$ cat config.mk
export PLATFORM = sky130hd
export DESIGN_NAME = asle_engine
export DESIGN_NICKNAME = d
export VERILOG_FILES = /design/src/common/asle_pkg.sv /design/src/rtl/asle_engine.sv /design/src/rtl/asle_sector_rx.sv
export SDC_FILE = /design/constraint.sdc
export NUM_CORES = 2
export LEC_CHECK = 0
export BUFFER_PORTS_ARGS = -buffer_cell sky130_fd_sc_hd__buf_4
export CORE_AREA = 2 2 263 317
export CTS_CLUSTER_DIAMETER = 200
export CTS_CLUSTER_SIZE = 25
export DETAILED_ROUTE_END_ITERATION = 7
export DIE_AREA = 0 0 265 319
export MAX_ROUTING_LAYER = met4
export PLACE_DENSITY = 0.75
export SLEW_MARGIN = 40
export SYNTH_ARGS = -nofsm -noshare
export SYNTH_HDL_FRONTEND = slang
export SYNTH_SLANG_ARGS = --single-unit
$ cat constraint.sdc
create_clock -name clk -period 55.6 [get_ports clk]
set_clock_uncertainty 0.2 [all_clocks]
set_input_delay 8.34 -clock clk [delete_from_list [all_inputs] [get_ports clk]]
set_output_delay 8.34 -clock clk [all_outputs]
set_load 0.02 [all_outputs]
$ cat src/common/asle_pkg.sv
// constants of the security lock engine
package asle_pkg;
    // register byte offsets
    localparam int ADDR_W = 8;
    localparam logic [7:0] ADR_CMD = 8'h00;
    localparam logic [7:0] ADR_DATA = 8'h04;
    localparam logic [7:0] ADR_STAT = 8'h08;
    localparam logic [7:0] ADR_ERR = 8'h0C;
    localparam logic [7:0] ADR_SCNT = 8'h10;
    localparam logic [7:0] ADR_SEC = 8'h14;
    // command codes
    localparam logic [7:0] CMD_SET_PW = 8'hF1;
    localparam logic [7:0] CMD_UNLOCK = 8'hF2;
    localparam logic [7:0] CMD_ERASE_PREP = 8'hF3;
    localparam logic [7:0] CMD_ERASE_UNIT = 8'hF4;
    localparam logic [7:0] CMD_FREEZE = 8'hF5;
    localparam logic [7:0] CMD_DISABLE_PW = 8'hF6;
    // status and error codes
    localparam logic [7:0] STAT_IDLE = 8'h40;
    localparam logic [7:0] STAT_ABORT = 8'h41;
    localparam logic [7:0] STAT_DRQ = 8'h48;
    localparam logic [7:0] STAT_BUSY = 8'hC0;
    localparam logic [7:0] ERR_ABORT = 8'h04;
    localparam logic [7:0] ERR_NONE = 8'h00;
    // parameter sector layout, in 16-bit words
    localparam int SECTOR_WORDS = 256;
    localparam int PW_FIRST = 1;
    localparam int PW_WORDS = 16;
    localparam int CTRL_IDENT = 0;
    localparam int CTRL_LEVEL = 8;
    // security state word fields
    localparam int SF_FROZEN = 0;
    localparam int SF_LOCKED = 1;
    localparam int SF_LOCKEN = 2;
    localparam int SF_LEVEL = 3;
    localparam int SF_PREP = 4;
    localparam int SF_TRIES = 8;
    // unlock attempts after reset
    localparam logic [2:0] TRIES_INIT = 3'h5;
    localparam logic [7:0] SCNT_RST = 8'h00;
    // AXI responses
    localparam logic [1:0] RESP_OKAY = 2'h0;
    localparam logic [1:0] RESP_DECERR = 2'h3;
    typedef enum logic [1:0] {ASLE_IDLE, ASLE_XFER, ASLE_EXEC} asle_state_t;
endpackage

$ cat src/rtl/asle_engine.sv
// security lock engine with AXI4-Lite task-file style register slave
// Function
// RL1: erase-unit takes one sector; wrong password aborts the command.
// RL2: erase-unit aborts unless erase-prepare completed directly before it.
// RL3: freeze-lock sets frozen; frozen rejects set, unlock, disable, erase.
// RL4: frozen clears only on power-on or hardware reset.
// RL5: freeze-lock while frozen completes normally and stays frozen.
// RL6: completed freeze-lock loads zero into sector count.
// RL7: without security support, freeze-lock code runs wear-level instead.
// RL8: set-password takes a sector; word0 bit0 user/master, words 1-16 password.
// RL9: control word bit 8 picks level, high or maximum; rest reserved.
// RL10: user password at high: store, arm lock; user or master unlocks.
// RL11: user password at maximum: store, arm lock; master cannot unlock.
// RL12: master set-password stores master; lock enable and level unchanged.
// RL13: unlock master at high level compares against stored master.
// RL14: unlock master at maximum level is rejected.
// RL15: unlock user compares against stored user password.
// RL16: unlock mismatch while locked aborts and decrements counter from five.
// RL17: counter at zero aborts unlock and erase-unit until reset.
// RL18: unlock while already unlocked leaves the counter alone.
// RL19: erase-prepare is recognised by its own command code.
// RL20: erase and unlock sector word0 bit0 picks user or master.
// RL21: rejects set abort and error bits, leaving security state untouched.
// RL22: any reset restores counter and clears erase-prepare pending.
//
// Design decisions made here: the register offsets and register access over AXI4-Lite.
`timescale 1ns/1ps
module asle_engine import asle_pkg::*; #(
    parameter bit SEC_SUPPORTED = 1'b1
) (
    input wire logic clk,
    input wire logic rst,
    input wire logic hw_reset,
    input wire logic [ADDR_W-1:0] s_axi_awaddr,
    input wire logic s_axi_awvalid,
    output logic s_axi_awready,
    input wire logic [31:0] s_axi_wdata,
    input wire logic [3:0] s_axi_wstrb,
    input wire logic s_axi_wvalid,
    output logic s_axi_wready,
    output logic [1:0] s_axi_bresp,
    output logic s_axi_bvalid,
    input wire logic s_axi_bready,
    input wire logic [ADDR_W-1:0] s_axi_araddr,
    input wire logic s_axi_arvalid,
    output logic s_axi_arready,
    output logic [31:0] s_axi_rdata,
    output logic [1:0] s_axi_rresp,
    output logic s_axi_rvalid,
    input wire logic s_axi_rready,
    output logic wear_level_start,
    output logic erase_start
);
    // bus slave state
    logic aw_have_r, aw_have_nxt, w_have_r, w_have_nxt;
    logic [ADDR_W-1:0] awaddr_r, awaddr_nxt, araddr_r, araddr_nxt;
    logic [31:0] wdata_r, wdata_nxt;
    logic [3:0] wstrb_r, wstrb_nxt;
    logic bvalid_r, bvalid_nxt, rvalid_r, rvalid_nxt, ar_have_r, ar_have_nxt;
    logic [1:0] bresp_r, bresp_nxt, rresp_r, rresp_nxt;
    logic [31:0] rdata_r, rdata_nxt;
    logic wr_en, cmd_wr, data_wr, scnt_wr;

    // engine state
    asle_state_t state_r, state_nxt;
    logic [7:0] cmd_r, cmd_nxt, status_r, status_nxt, error_r, error_nxt;
    logic [7:0] scnt_r, scnt_nxt;
    logic frozen_r, frozen_nxt, locked_r, locked_nxt;
    logic lock_en_r, lock_en_nxt, level_r, level_nxt, prep_r, prep_nxt;
    logic [2:0] tries_r, tries_nxt;
    logic [255:0] user_pw_r, user_pw_nxt, master_pw_r, master_pw_nxt;
    logic wear_r, wear_nxt, erase_r, erase_nxt;
    logic rx_start;
    logic [15:0] ctrl_w;
    logic [255:0] pw_w;
    logic done_w;
    logic ident, match;
    logic [31:0] sec_word;

    assign wr_en = aw_have_r && w_have_r && !bvalid_r;
    assign cmd_wr = wr_en && awaddr_r == ADR_CMD && wstrb_r[0]
        && state_r == ASLE_IDLE;
    assign data_wr = wr_en && awaddr_r == ADR_DATA && wstrb_r[1:0] == 2'h3
        && state_r == ASLE_XFER;
    assign scnt_wr = wr_en && awaddr_r == ADR_SCNT && wstrb_r[0];

    // RL8: sector capture
    asle_sector_rx #(
        .WORDS(SECTOR_WORDS),
        .PWW(PW_WORDS)
    ) u_rx (
        .clk(clk),
        .rst(rst),
        .start(rx_start),
        .wr_valid(data_wr),
        .wr_data(wdata_r[15:0]),
        .ctrl(ctrl_w),
        .pw(pw_w),
        .done(done_w)
    );

    // RL20: identifier picks the compare target
    assign ident = ctrl_w[CTRL_IDENT];
    assign match = ident ? (pw_w == master_pw_r) : (pw_w == user_pw_r);

    always_comb begin
        sec_word = 32'h0000_0000;
        sec_word[SF_FROZEN] = frozen_r;
        sec_word[SF_LOCKED] = locked_r;
        sec_word[SF_LOCKEN] = lock_en_r;
        sec_word[SF_LEVEL] = level_r;
        sec_word[SF_PREP] = prep_r;
        sec_word[SF_TRIES +: 3] = tries_r;
    end

    // AXI4-Lite slave: address and data taken in either order
    always_comb begin
        aw_have_nxt = aw_have_r;
        w_have_nxt = w_have_r;
        awaddr_nxt = awaddr_r;
        wdata_nxt = wdata_r;
        wstrb_nxt = wstrb_r;
        bvalid_nxt = bvalid_r;
        bresp_nxt = bresp_r;
        ar_have_nxt = ar_have_r;
        araddr_nxt = araddr_r;
        rvalid_nxt = rvalid_r;
        rresp_nxt = rresp_r;
        rdata_nxt = rdata_r;
        if (s_axi_awvalid && !aw_have_r) begin
            aw_have_nxt = 1'b1;
            awaddr_nxt = s_axi_awaddr;
        end
        if (s_axi_wvalid && !w_have_r) begin
            w_have_nxt = 1'b1;
            wdata_nxt = s_axi_wdata;
            wstrb_nxt = s_axi_wstrb;
        end
        if (wr_en) begin
            bvalid_nxt = 1'b1;
            if (awaddr_r == ADR_CMD || awaddr_r == ADR_DATA
                || awaddr_r == ADR_STAT || awaddr_r == ADR_ERR
                || awaddr_r == ADR_SCNT || awaddr_r == ADR_SEC) begin
                bresp_nxt = RESP_OKAY;
            end else begin
                bresp_nxt = RESP_DECERR;
            end
        end
        if (bvalid_r && s_axi_bready) begin
            bvalid_nxt = 1'b0;
            aw_have_nxt = 1'b0;
            w_have_nxt = 1'b0;
        end
        if (s_axi_arvalid && !ar_have_r && !rvalid_r) begin
            ar_have_nxt = 1'b1;
            araddr_nxt = s_axi_araddr;
        end
        if (ar_have_r && !rvalid_r) begin
            rvalid_nxt = 1'b1;
            rresp_nxt = RESP_OKAY;
            if (araddr_r == ADR_CMD) begin
                rdata_nxt = {24'h000000, cmd_r};
            end else if (araddr_r == ADR_DATA) begin
                rdata_nxt = 32'h0000_0000;
            end else if (araddr_r == ADR_STAT) begin
                rdata_nxt = {24'h000000, status_r};
            end else if (araddr_r == ADR_ERR) begin
                rdata_nxt = {24'h000000, error_r};
            end else if (araddr_r == ADR_SCNT) begin
                rdata_nxt = {24'h000000, scnt_r};
            end else if (araddr_r == ADR_SEC) begin
                rdata_nxt = sec_word;
            end else begin
                rdata_nxt = 32'h0000_0000;
                rresp_nxt = RESP_DECERR;
            end
        end
        if (rvalid_r && s_axi_rready) begin
            rvalid_nxt = 1'b0;
            ar_have_nxt = 1'b0;
        end
    end

    always_ff @(posedge clk or posedge rst) begin
        if (rst) begin
            aw_have_r <= 1'b0;
            w_have_r <= 1'b0;
            awaddr_r <= '0;
            wdata_r <= 32'h0000_0000;
            wstrb_r <= 4'h0;
            bvalid_r <= 1'b0;
            bresp_r <= RESP_OKAY;
            ar_have_r <= 1'b0;
            araddr_r <= '0;
            rvalid_r <= 1'b0;
            rresp_r <= RESP_OKAY;
            rdata_r <= 32'h0000_0000;
        end else begin
            aw_have_r <= aw_have_nxt;
            w_have_r <= w_have_nxt;
            awaddr_r <= awaddr_nxt;
            wdata_r <= wdata_nxt;
            wstrb_r <= wstrb_nxt;
            bvalid_r <= bvalid_nxt;
            bresp_r <= bresp_nxt;
            ar_have_r <= ar_have_nxt;
            araddr_r <= araddr_nxt;
            rvalid_r <= rvalid_nxt;
            rresp_r <= rresp_nxt;
            rdata_r <= rdata_nxt;
        end
    end

    // command engine
    always_comb begin
        state_nxt = state_r;
        cmd_nxt = cmd_r;
        status_nxt = status_r;
        error_nxt = error_r;
        scnt_nxt = scnt_r;
        frozen_nxt = frozen_r;
        locked_nxt = locked_r;
        lock_en_nxt = lock_en_r;
        level_nxt = level_r;
        prep_nxt = prep_r;
        tries_nxt = tries_r;
        user_pw_nxt = user_pw_r;
        master_pw_nxt = master_pw_r;
        wear_nxt = 1'b0;
        erase_nxt = 1'b0;
        rx_start = 1'b0;
        if (scnt_wr && state_r == ASLE_IDLE) begin
            scnt_nxt = wdata_r[7:0];
        end
        case (state_r)
            ASLE_IDLE: begin
                if (cmd_wr) begin
                    cmd_nxt = wdata_r[7:0];
                    // RL2: any other command ends the prepare window
                    prep_nxt = 1'b0;
                    status_nxt = STAT_IDLE;
                    error_nxt = ERR_NONE;
                    if (wdata_r[7:0] == CMD_FREEZE && !SEC_SUPPORTED) begin
                        // RL7: wear-level stands in
                        wear_nxt = 1'b1;
                    end else if (!SEC_SUPPORTED) begin
                        // no security set: its codes are not recognised
                        status_nxt = STAT_ABORT;
                        error_nxt = ERR_ABORT;
                    end else if (wdata_r[7:0] == CMD_FREEZE) begin
                        // RL3: enter frozen
                        // RL5: repeat freeze completes
                        frozen_nxt = 1'b1;
                        // RL6: sector count cleared
                        scnt_nxt = SCNT_RST;
                    end else if (wdata_r[7:0] == CMD_ERASE_PREP) begin
                        // RL19: prepare code arms erase
                        prep_nxt = 1'b1;
                    end else if (wdata_r[7:0] == CMD_SET_PW
                        || wdata_r[7:0] == CMD_UNLOCK
                        || wdata_r[7:0] == CMD_ERASE_UNIT
                        || wdata_r[7:0] == CMD_DISABLE_PW) begin
                        // RL3: frozen rejects lock changes
                        // RL17: exhausted counter blocks
                        // RL2: erase needs prepare first
                        // RL21: abort without state change
                        if (frozen_r
                            || (tries_r == 3'h0
                                && (wdata_r[7:0] == CMD_UNLOCK
                                    || wdata_r[7:0] == CMD_ERASE_UNIT))
                            || (wdata_r[7:0] == CMD_ERASE_UNIT
                                && !prep_r)) begin
                            status_nxt = STAT_ABORT;
                            error_nxt = ERR_ABORT;
                        end else begin
                            // RL1: one parameter sector follows
                            state_nxt = ASLE_XFER;
                            status_nxt = STAT_DRQ;
                            rx_start = 1'b1;
                        end
                    end else begin
                        status_nxt = STAT_ABORT;
                        error_nxt = ERR_ABORT;
                    end
                end
            end
            ASLE_XFER: begin
                if (done_w) begin
                    state_nxt = ASLE_EXEC;
                    status_nxt = STAT_BUSY;
                end
            end
            ASLE_EXEC: begin
                state_nxt = ASLE_IDLE;
                status_nxt = STAT_IDLE;
                if (cmd_r == CMD_SET_PW) begin
                    if (ident) begin
                        // RL12: master only, lock and level kept
                        master_pw_nxt = pw_w;
                    end else begin
                        // RL9: level from control bit
                        // RL10: high level arms lock
                        // RL11: maximum level arms lock
                        user_pw_nxt = pw_w;
                        lock_en_nxt = 1'b1;
                        level_nxt = ctrl_w[CTRL_LEVEL];
                    end
                end else if (cmd_r == CMD_UNLOCK) begin
                    if (ident && level_r) begin
                        // RL14: master refused at maximum
                        status_nxt = STAT_ABORT;
                        error_nxt = ERR_ABORT;
                    end else if (match) begin
                        // RL13: master compare at high
                        // RL15: user compare
                        locked_nxt = 1'b0;
                    end else begin
                        status_nxt = STAT_ABORT;
                        error_nxt = ERR_ABORT;
                        // RL16: count down only when locked
                        // RL18: unlocked leaves count
                        if (locked_r) begin
                            tries_nxt = tries_r - 3'h1;
                        end
                    end
                end else if (cmd_r == CMD_ERASE_UNIT) begin
                    // RL1: wrong password aborts
                    if (match) begin
                        erase_nxt = 1'b1;
                        locked_nxt = 1'b0;
                        lock_en_nxt = 1'b0;
                        level_nxt = 1'b0;
                    end else begin
                        status_nxt = STAT_ABORT;
                        error_nxt = ERR_ABORT;
                    end
                end
            end
            default: begin
                state_nxt = ASLE_IDLE;
            end
        endcase
        // RL4: hardware reset unfreezes here; rst also clears frozen
        // RL22: counter and prepare restored
        if (hw_reset) begin
            state_nxt = ASLE_IDLE;
            status_nxt = STAT_IDLE;
            error_nxt = ERR_NONE;
            frozen_nxt = 1'b0;
            prep_nxt = 1'b0;
            tries_nxt = TRIES_INIT;
            // armed lock takes hold at this reset
            locked_nxt = lock_en_r;
            wear_nxt = 1'b0;
            erase_nxt = 1'b0;
        end
    end

    // passwords live in flops here; nonvolatile storage is outside the block
    always_ff @(posedge clk or posedge rst) begin
        if (rst) begin
            state_r <= ASLE_IDLE;
            cmd_r <= 8'h00;
            status_r <= STAT_IDLE;
            error_r <= ERR_NONE;
            scnt_r <= SCNT_RST;
            frozen_r <= 1'b0;
            locked_r <= 1'b0;
            lock_en_r <= 1'b0;
            level_r <= 1'b0;
            prep_r <= 1'b0;
            tries_r <= TRIES_INIT;
            user_pw_r <= '0;
            master_pw_r <= '0;
            wear_r <= 1'b0;
            erase_r <= 1'b0;
        end else begin
            state_r <= state_nxt;
            cmd_r <= cmd_nxt;
            status_r <= status_nxt;
            error_r <= error_nxt;
            scnt_r <= scnt_nxt;
            frozen_r <= frozen_nxt;
            locked_r <= locked_nxt;
            lock_en_r <= lock_en_nxt;
            level_r <= level_nxt;
            prep_r <= prep_nxt;
            tries_r <= tries_nxt;
            user_pw_r <= user_pw_nxt;
            master_pw_r <= master_pw_nxt;
            wear_r <= wear_nxt;
            erase_r <= erase_nxt;
        end
    end

    assign s_axi_awready = !aw_have_r;
    assign s_axi_wready = !w_have_r;
    assign s_axi_bvalid = bvalid_r;
    assign s_axi_bresp = bresp_r;
    assign s_axi_arready = !ar_have_r && !rvalid_r;
    assign s_axi_rvalid = rvalid_r;
    assign s_axi_rresp = rresp_r;
    assign s_axi_rdata = rdata_r;
    assign wear_level_start = wear_r;
    assign erase_start = erase_r;
endmodule // asle_engine

$ cat src/rtl/asle_sector_rx.sv
// parameter sector receiver
`timescale 1ns/1ps
module asle_sector_rx import asle_pkg::*; #(
    parameter int WORDS = SECTOR_WORDS,
    parameter int PWW = PW_WORDS
) (
    input wire logic clk,
    input wire logic rst,
    input wire logic start,
    input wire logic wr_valid,
    input wire logic [15:0] wr_data,
    output logic [15:0] ctrl,
    output logic [16*PWW-1:0] pw,
    output logic done
);
    logic [8:0] idx_r, idx_nxt;
    logic [15:0] ctrl_r, ctrl_nxt;
    logic done_r, done_nxt;
    logic [15:0] pw_r [PWW];
    logic [15:0] pw_nxt [PWW];

    always_comb begin
        idx_nxt = idx_r;
        ctrl_nxt = ctrl_r;
        done_nxt = 1'b0;
        if (start) begin
            idx_nxt = 9'h000;
        end else if (wr_valid) begin
            idx_nxt = idx_r + 9'h001;
            if (idx_r == 9'h000) begin
                ctrl_nxt = wr_data;
            end
            // whole sector must arrive, reserved words are dropped
            if (idx_r == 9'(WORDS - 1)) begin
                done_nxt = 1'b1;
            end
        end
    end

    always_ff @(posedge clk or posedge rst) begin
        if (rst) begin
            idx_r <= 9'h000;
            ctrl_r <= 16'h0000;
            done_r <= 1'b0;
        end else begin
            idx_r <= idx_nxt;
            ctrl_r <= ctrl_nxt;
            done_r <= done_nxt;
        end
    end

    genvar i;
    generate
        for (i = 0; i < PWW; i++) begin : g_pw
            always_comb begin
                pw_nxt[i] = pw_r[i];
                if (wr_valid && !start && idx_r == 9'(PW_FIRST + i)) begin
                    pw_nxt[i] = wr_data;
                end
            end
            always_ff @(posedge clk or posedge rst) begin
                if (rst) begin
                    pw_r[i] <= 16'h0000;
                end else begin
                    pw_r[i] <= pw_nxt[i];
                end
            end
            assign pw[16*i +: 16] = pw_r[i];
        end
    endgenerate

    assign ctrl = ctrl_r;
    assign done = done_r;
endmodule // asle_sector_rx

# Word level (Yosys, flattened, before mapping)
# Index checks and enable logic that the tools add are counted.
[classes]
n_reduce_logical = 91
n_eq_ne = 55
bitwise = 2
muxes = 108
n_addsub = 2
[ops]
columns = ["op", "count"]
rows = [
  ["$eq 256x256->1", 2],
  ["$mux 8", 23],
  ["$eq 8x8->1 const B", 9],
  ["$eq 9x4->1 const B", 8],
  ["$mux 11", 6],
  ["$mux 1", 51],
  ["$logic_and 1x1->1", 39],
  ["$eq 9x3->1 const B", 4],
  ["$eq 8x4->1 const B", 4],
  ["$eq 8x5->1 const B", 4],
  ["$mux 2", 14],
  ["$reduce_bool 2->1", 14],
  ["$mux 3", 8],
  ["$pmux 8 s3", 1],
  ["$eq 9x2->1 const B", 2],
  ["$mux 9", 2],
  ["$ne 3x3->1 const B", 6],
  ["$eq 8x3->1 const B", 2],
  ["$logic_not 8->1", 2],
  ["$pmux 8 s2", 1],
  ["$reduce_and 3->1", 5],
  ["$reduce_and 6->1", 2],
  ["$logic_or 1x1->1", 11],
  ["$ne 2x2->1 const B", 5],
  ["other kinds (21)", 33],
]
[word_totals]
register_bits = 905
out_inout_bits = 43

# Logic depth before layout (Yosys ltp)
[logic_depth]
depth_word = 14
depth_mapped = 12

# Modules after synthesis
# From an unflattened synthesis, not the netlist that was laid out.
[hier_totals]
hier_cells = 3326
hier_area_um2 = 40157.3
[modules_own_cells]
columns = ["mod", "seq_area_each_um2", "cells_each", "area_each_um2", "n_inst"]
rows = [
  ["asle_engine", 15067.0, 2660, 28782.6, 1],
  ["asle_sector_rx", 7056.8, 666, 11374.7, 1],
]

# Least setup slack after synthesis
# No wires, ideal clock.
[synth_timing]
path_type = "input -> register"
from = "input port s_axi_wvalid"
to = "register wdata_r[0]"
arrival_time_ps = 9486
setup_time_ps = 125
stages = 4
slack_ps = 45789
path_cell_list = "nor2b_1 -> clkbuf_1 -> buf_1 -> mux2_2"
[synth_between]
elab_chain_len = 1
[synth_rtl]
columns = ["element", "line_no", "rtl"]
rows = [
  ["from (decl)", "asle_engine.sv:39", "input wire logic s_axi_wvalid,"],
  ["$logic_and 1x1->1", "asle_engine.sv:134", "if (s_axi_wvalid && !w_have_r) begin"],
  ["to (signal assigned)", "asle_engine.sv:202", "wdata_r <= wdata_nxt;"],
  ["to (decl)", "asle_engine.sv:57", "logic [31:0] wdata_r, wdata_nxt;"],
]
# Every way passes these cells.
# A chain may end at the register's enable or synchronous reset.

# Worst setup path after layout
[layout_timing]
from = "register rvalid_r (netlist: s_axi_rvalid)"
to = "output port s_axi_arready"
[layout_between]
elab_chain_len = 2
[layout_rtl]
columns = ["element", "line_no", "rtl"]
rows = [
  ["from (decl)", "asle_engine.sv:59", "logic bvalid_r, bvalid_nxt, rvalid_r, rvalid_nxt, ar_have_r, ar_have_nxt;"],
  ["from (signal assigned)", "asle_engine.sv:208", "rvalid_r <= rvalid_nxt;"],
  ["$logic_not 1->1", "asle_engine.sv:400", "assign s_axi_arready = !ar_have_r && !rvalid_r;"],
  ["$logic_and 1x1->1", "asle_engine.sv:400", ""],
  ["to (decl)", "asle_engine.sv:46", "output logic s_axi_arready,"],
]
# Every way passes these cells.

==> results.cfg <==
[grt]
grt_pass1_vias = 23100
gr-total-overflow = 0
grt_max_degree = 112
grt_use_total = 0.199
antenna_found_initial = 2
grt_pass1_wl_um = 129000

[route]
wl_per_cell_um = 21.2
drc = 0
firstDrtPassIters = 5
routed-via-count = 21500
wl_um = 80700
viasPerCell = 5.66
drtIter0Drc = 1107
ant_nets = 0

[timing]
fin_crit_sh = 0.179
final.setup.tns_ps = 0
finalHoldViolations = 0
setup_viol = 0
min_period_ps = 9950
layout_setup_ws_ps = 45650
slew_headroom = 0.408
timing.hold.ws_ps = 298
worstMarginPinSlew_ps = 885
max_freq_ghz = 0.100
slew_violations = 0
rsz0062_at_grt = no

[setup_path]
crit_family = flip-flops
critPathBufInv = 1
start_kind = flop
crit_start = s_axi_rvalid
r2r_start = u_rx.ctrl[0]
crit_arrival_ps = 1410
slowest_delay_ps = 430
crit_path_cell_trace = nor2_1, buf_4
cp.required_ps = 47060
path_class = reg -> out
cp_max_fo = 5
cp_slowest_cell = dfrtp_1
end_kind = output pin

[logic_synthesis]
netlist_area_um2 = 38900
yosysUniqueCellTypes = 59
yosysWarnings = 0
synth_edf_count = 0
ys_ff_latch = 870
synthArstFlopShare = 1.00
syn_avg_cell_area_um2 = 14.2
synth-main-ff-cell = dfrtp_1
ys_seq_area_frac = 0.560
netlist_instances = 2745

[clock_network]
clk_pin_slew_worst_paths_ps = 100
cts_buffers = 40
cts_root_buffer = clkbuf_16
cts_tree = yes
cts_resized = 0
clk_latency_ps = 610
postCtsHoldBufs = 0
cts_setup_buffers = 0
cts.sinks = 870
h-tree-depth = 2
cts_buffer_depth = 3

[placed_design]
placed_cells = 3743
pre_cts_slack_ps = 44850
hpwl_um = 48700
portBuffers = 62
gp_congestion = 0.825

[die]
initial_utilization = 0.478
core_area_um2 = 81400
die_h_um = 319
io_pins = 103
placementRows = 115
die_w_um = 265
die_area_um2 = 84500

[run_status]
status = completed

[worst_hold_path]
min_from = status_r[3]
hold_class = reg -> reg

[cells_and_area]
nets = 2805
final_cells = 3796
drive_above_1_share = 0.318
area_delta_synth_final_pct = 6.74
fill_cells = 6899

[power_and_ir_drop]
p_leak_nw = 19.9
vdd_drop_max_mv = 0.0301
powerDensity_nw_per_um2 = 26.9

[run]
maxCapViolations = 0
[routing by layer]
metal | GRT usage | vias up | share of wire
li1 | - | 9613 | -
met1 | 0.244 | 11400 | 0.42
met2 | 0.349 | 356 | 0.52
met3 | 0.0202 | 132 | 0.030
met4 | 0.0556 | 0 | 0.029
met5 | - | - | 0
[report_power, final]
part	internal (mW)	leakage (nW)	switching [mW]
registers	0.649	12.0	0.0443
logic	0.0314	7.32	0.0662
clock network	0.135	0.515	0.191
[path summary, 6_finish.rpt]
| path | to | slack (ps) | cells past startpoint |
|---|---|---|---|
| worst max-delay path | s_axi_arready | 45650 | 2 |
| worst min-delay path | status_r[3] | 300 | 2 |
| worst max register to register | error_r[2] | 49980 | 11 |
| worst min register to register | status_r[3] | 300 | 2 |
| max in group asynchronous | user_pw_r[14] | 45700 | 4 |
| min in group asynchronous | error_r[3] | 7540 | 2 |
[worst register-to-register path, delay by kind of cell (launching register included)]
family	cells	cell delay, ps
buf+inv	3	1470
mux	1	250
xor+xnor	1	90
flops	1	780
simple gates	4	2120
compound gates	2	610
[per-stage QoR]
stage,total power [mW],area [µm²],utilization
final,1.12,41500,0.510
after global routing,1.16,41500,0.510
after CTS,1.13,41400,0.509
after detailed placement,0.804,40400,0.496
after global placement,0.799,40200,0.493
after floorplan,0.743,39000,-
[cells in the mapped netlist (3+ instances only)]
cell	number	area share
a21oi_1	14	0.0018
a222oi_1	3	0.00077
a22oi_1	7	0.0014
and2_1	9	0.0014
and3_1	5	0.00080
buf_1	3	0.00029
buf_2	31	0.0040
buf_4	35	0.0068
buf_6	9	0.0026
clkbuf_1	93	0.0090
dfrtp_1	868	0.56
ha_1	11	0.0035
inv_1	21	0.0020
mux2_1	121	0.035
mux2_2	691	0.20
mux2i_1	265	0.068
nand2_1	46	0.0044
nand2_2	15	0.0024
nand2b_1	5	0.00080
nand3_1	6	0.00077
nand4_1	21	0.0034
nor2_1	38	0.0037
nor2b_1	7	0.0011
nor3_1	5	0.00064
nor3b_1	8	0.0015
nor4_1	74	0.012
o21ai_0	30	0.0039
o31ai_1	4	0.00077
xnor2_1	259	0.058
xor2_1	5	0.0011
[layout by cell type (no fill, tap or decap), types with 9 or more instances in the layout]
master	n
nand4_1	21
nand2_1	45
ha_1	11
buf_4	77
mux2_2	691
mux2_1	121
conb_1	22
and2_1	9
mux2i_1	265
nor4_1	72
dfrtp_1	859
nand2_4	9
a21oi_1	14
nor2_1	38
xnor2_1	259
o21ai_0	30
clkbuf_16	41
inv_1	20
[cells by family (layout without fill, tap and decap cells)]
group                    Yosys count  after routing  share of synthesized area
AO/OA/AOI/OAI                     74             74                     0.0120
XOR/XNOR                         264            264                     0.0594
adder cells (fa/ha/maj)           11             11                    0.00354
buffers and inverters            192            168                     0.0246
flip-flops                       870            870                      0.560
multiplexers                    1077           1077                      0.303
other                              1             23                  0.0000964
AND/OR/NAND/NOR                  256            256                     0.0374
[registers in the layout, indices dropped and copies added, names as in the netlist, 2 cells and up]
name and count:
scnt_r 8, u_rx.idx_r 9, user_pw_r 256, u_rx.ctrl 2, error_r 8, u_rx.pw 256, status_r 3, wdata_r 16
state_r 2, cmd_r 8, araddr_r 8, s_axi_rdata 11, master_pw_r 256, tries_r 3, awaddr_r 8, wstrb_r 2
[area by class of cell]
cell class                      instances  area (µm²)  area share
Timing Repair Buffer                   97         933      0.0225
Antenna cell                            1        2.50   0.0000603
Sequential cell                       870       21800       0.525
Multi-Input combinational cell       1704       16300       0.393
Clock inverter                          1        7.51    0.000181
Clock buffer                           49        1060      0.0254
Inverter                               21        91.3     0.00220
Tap cell                             1053        1320      0.0317
No activity file was read; power rests on OpenSTA's default activity.
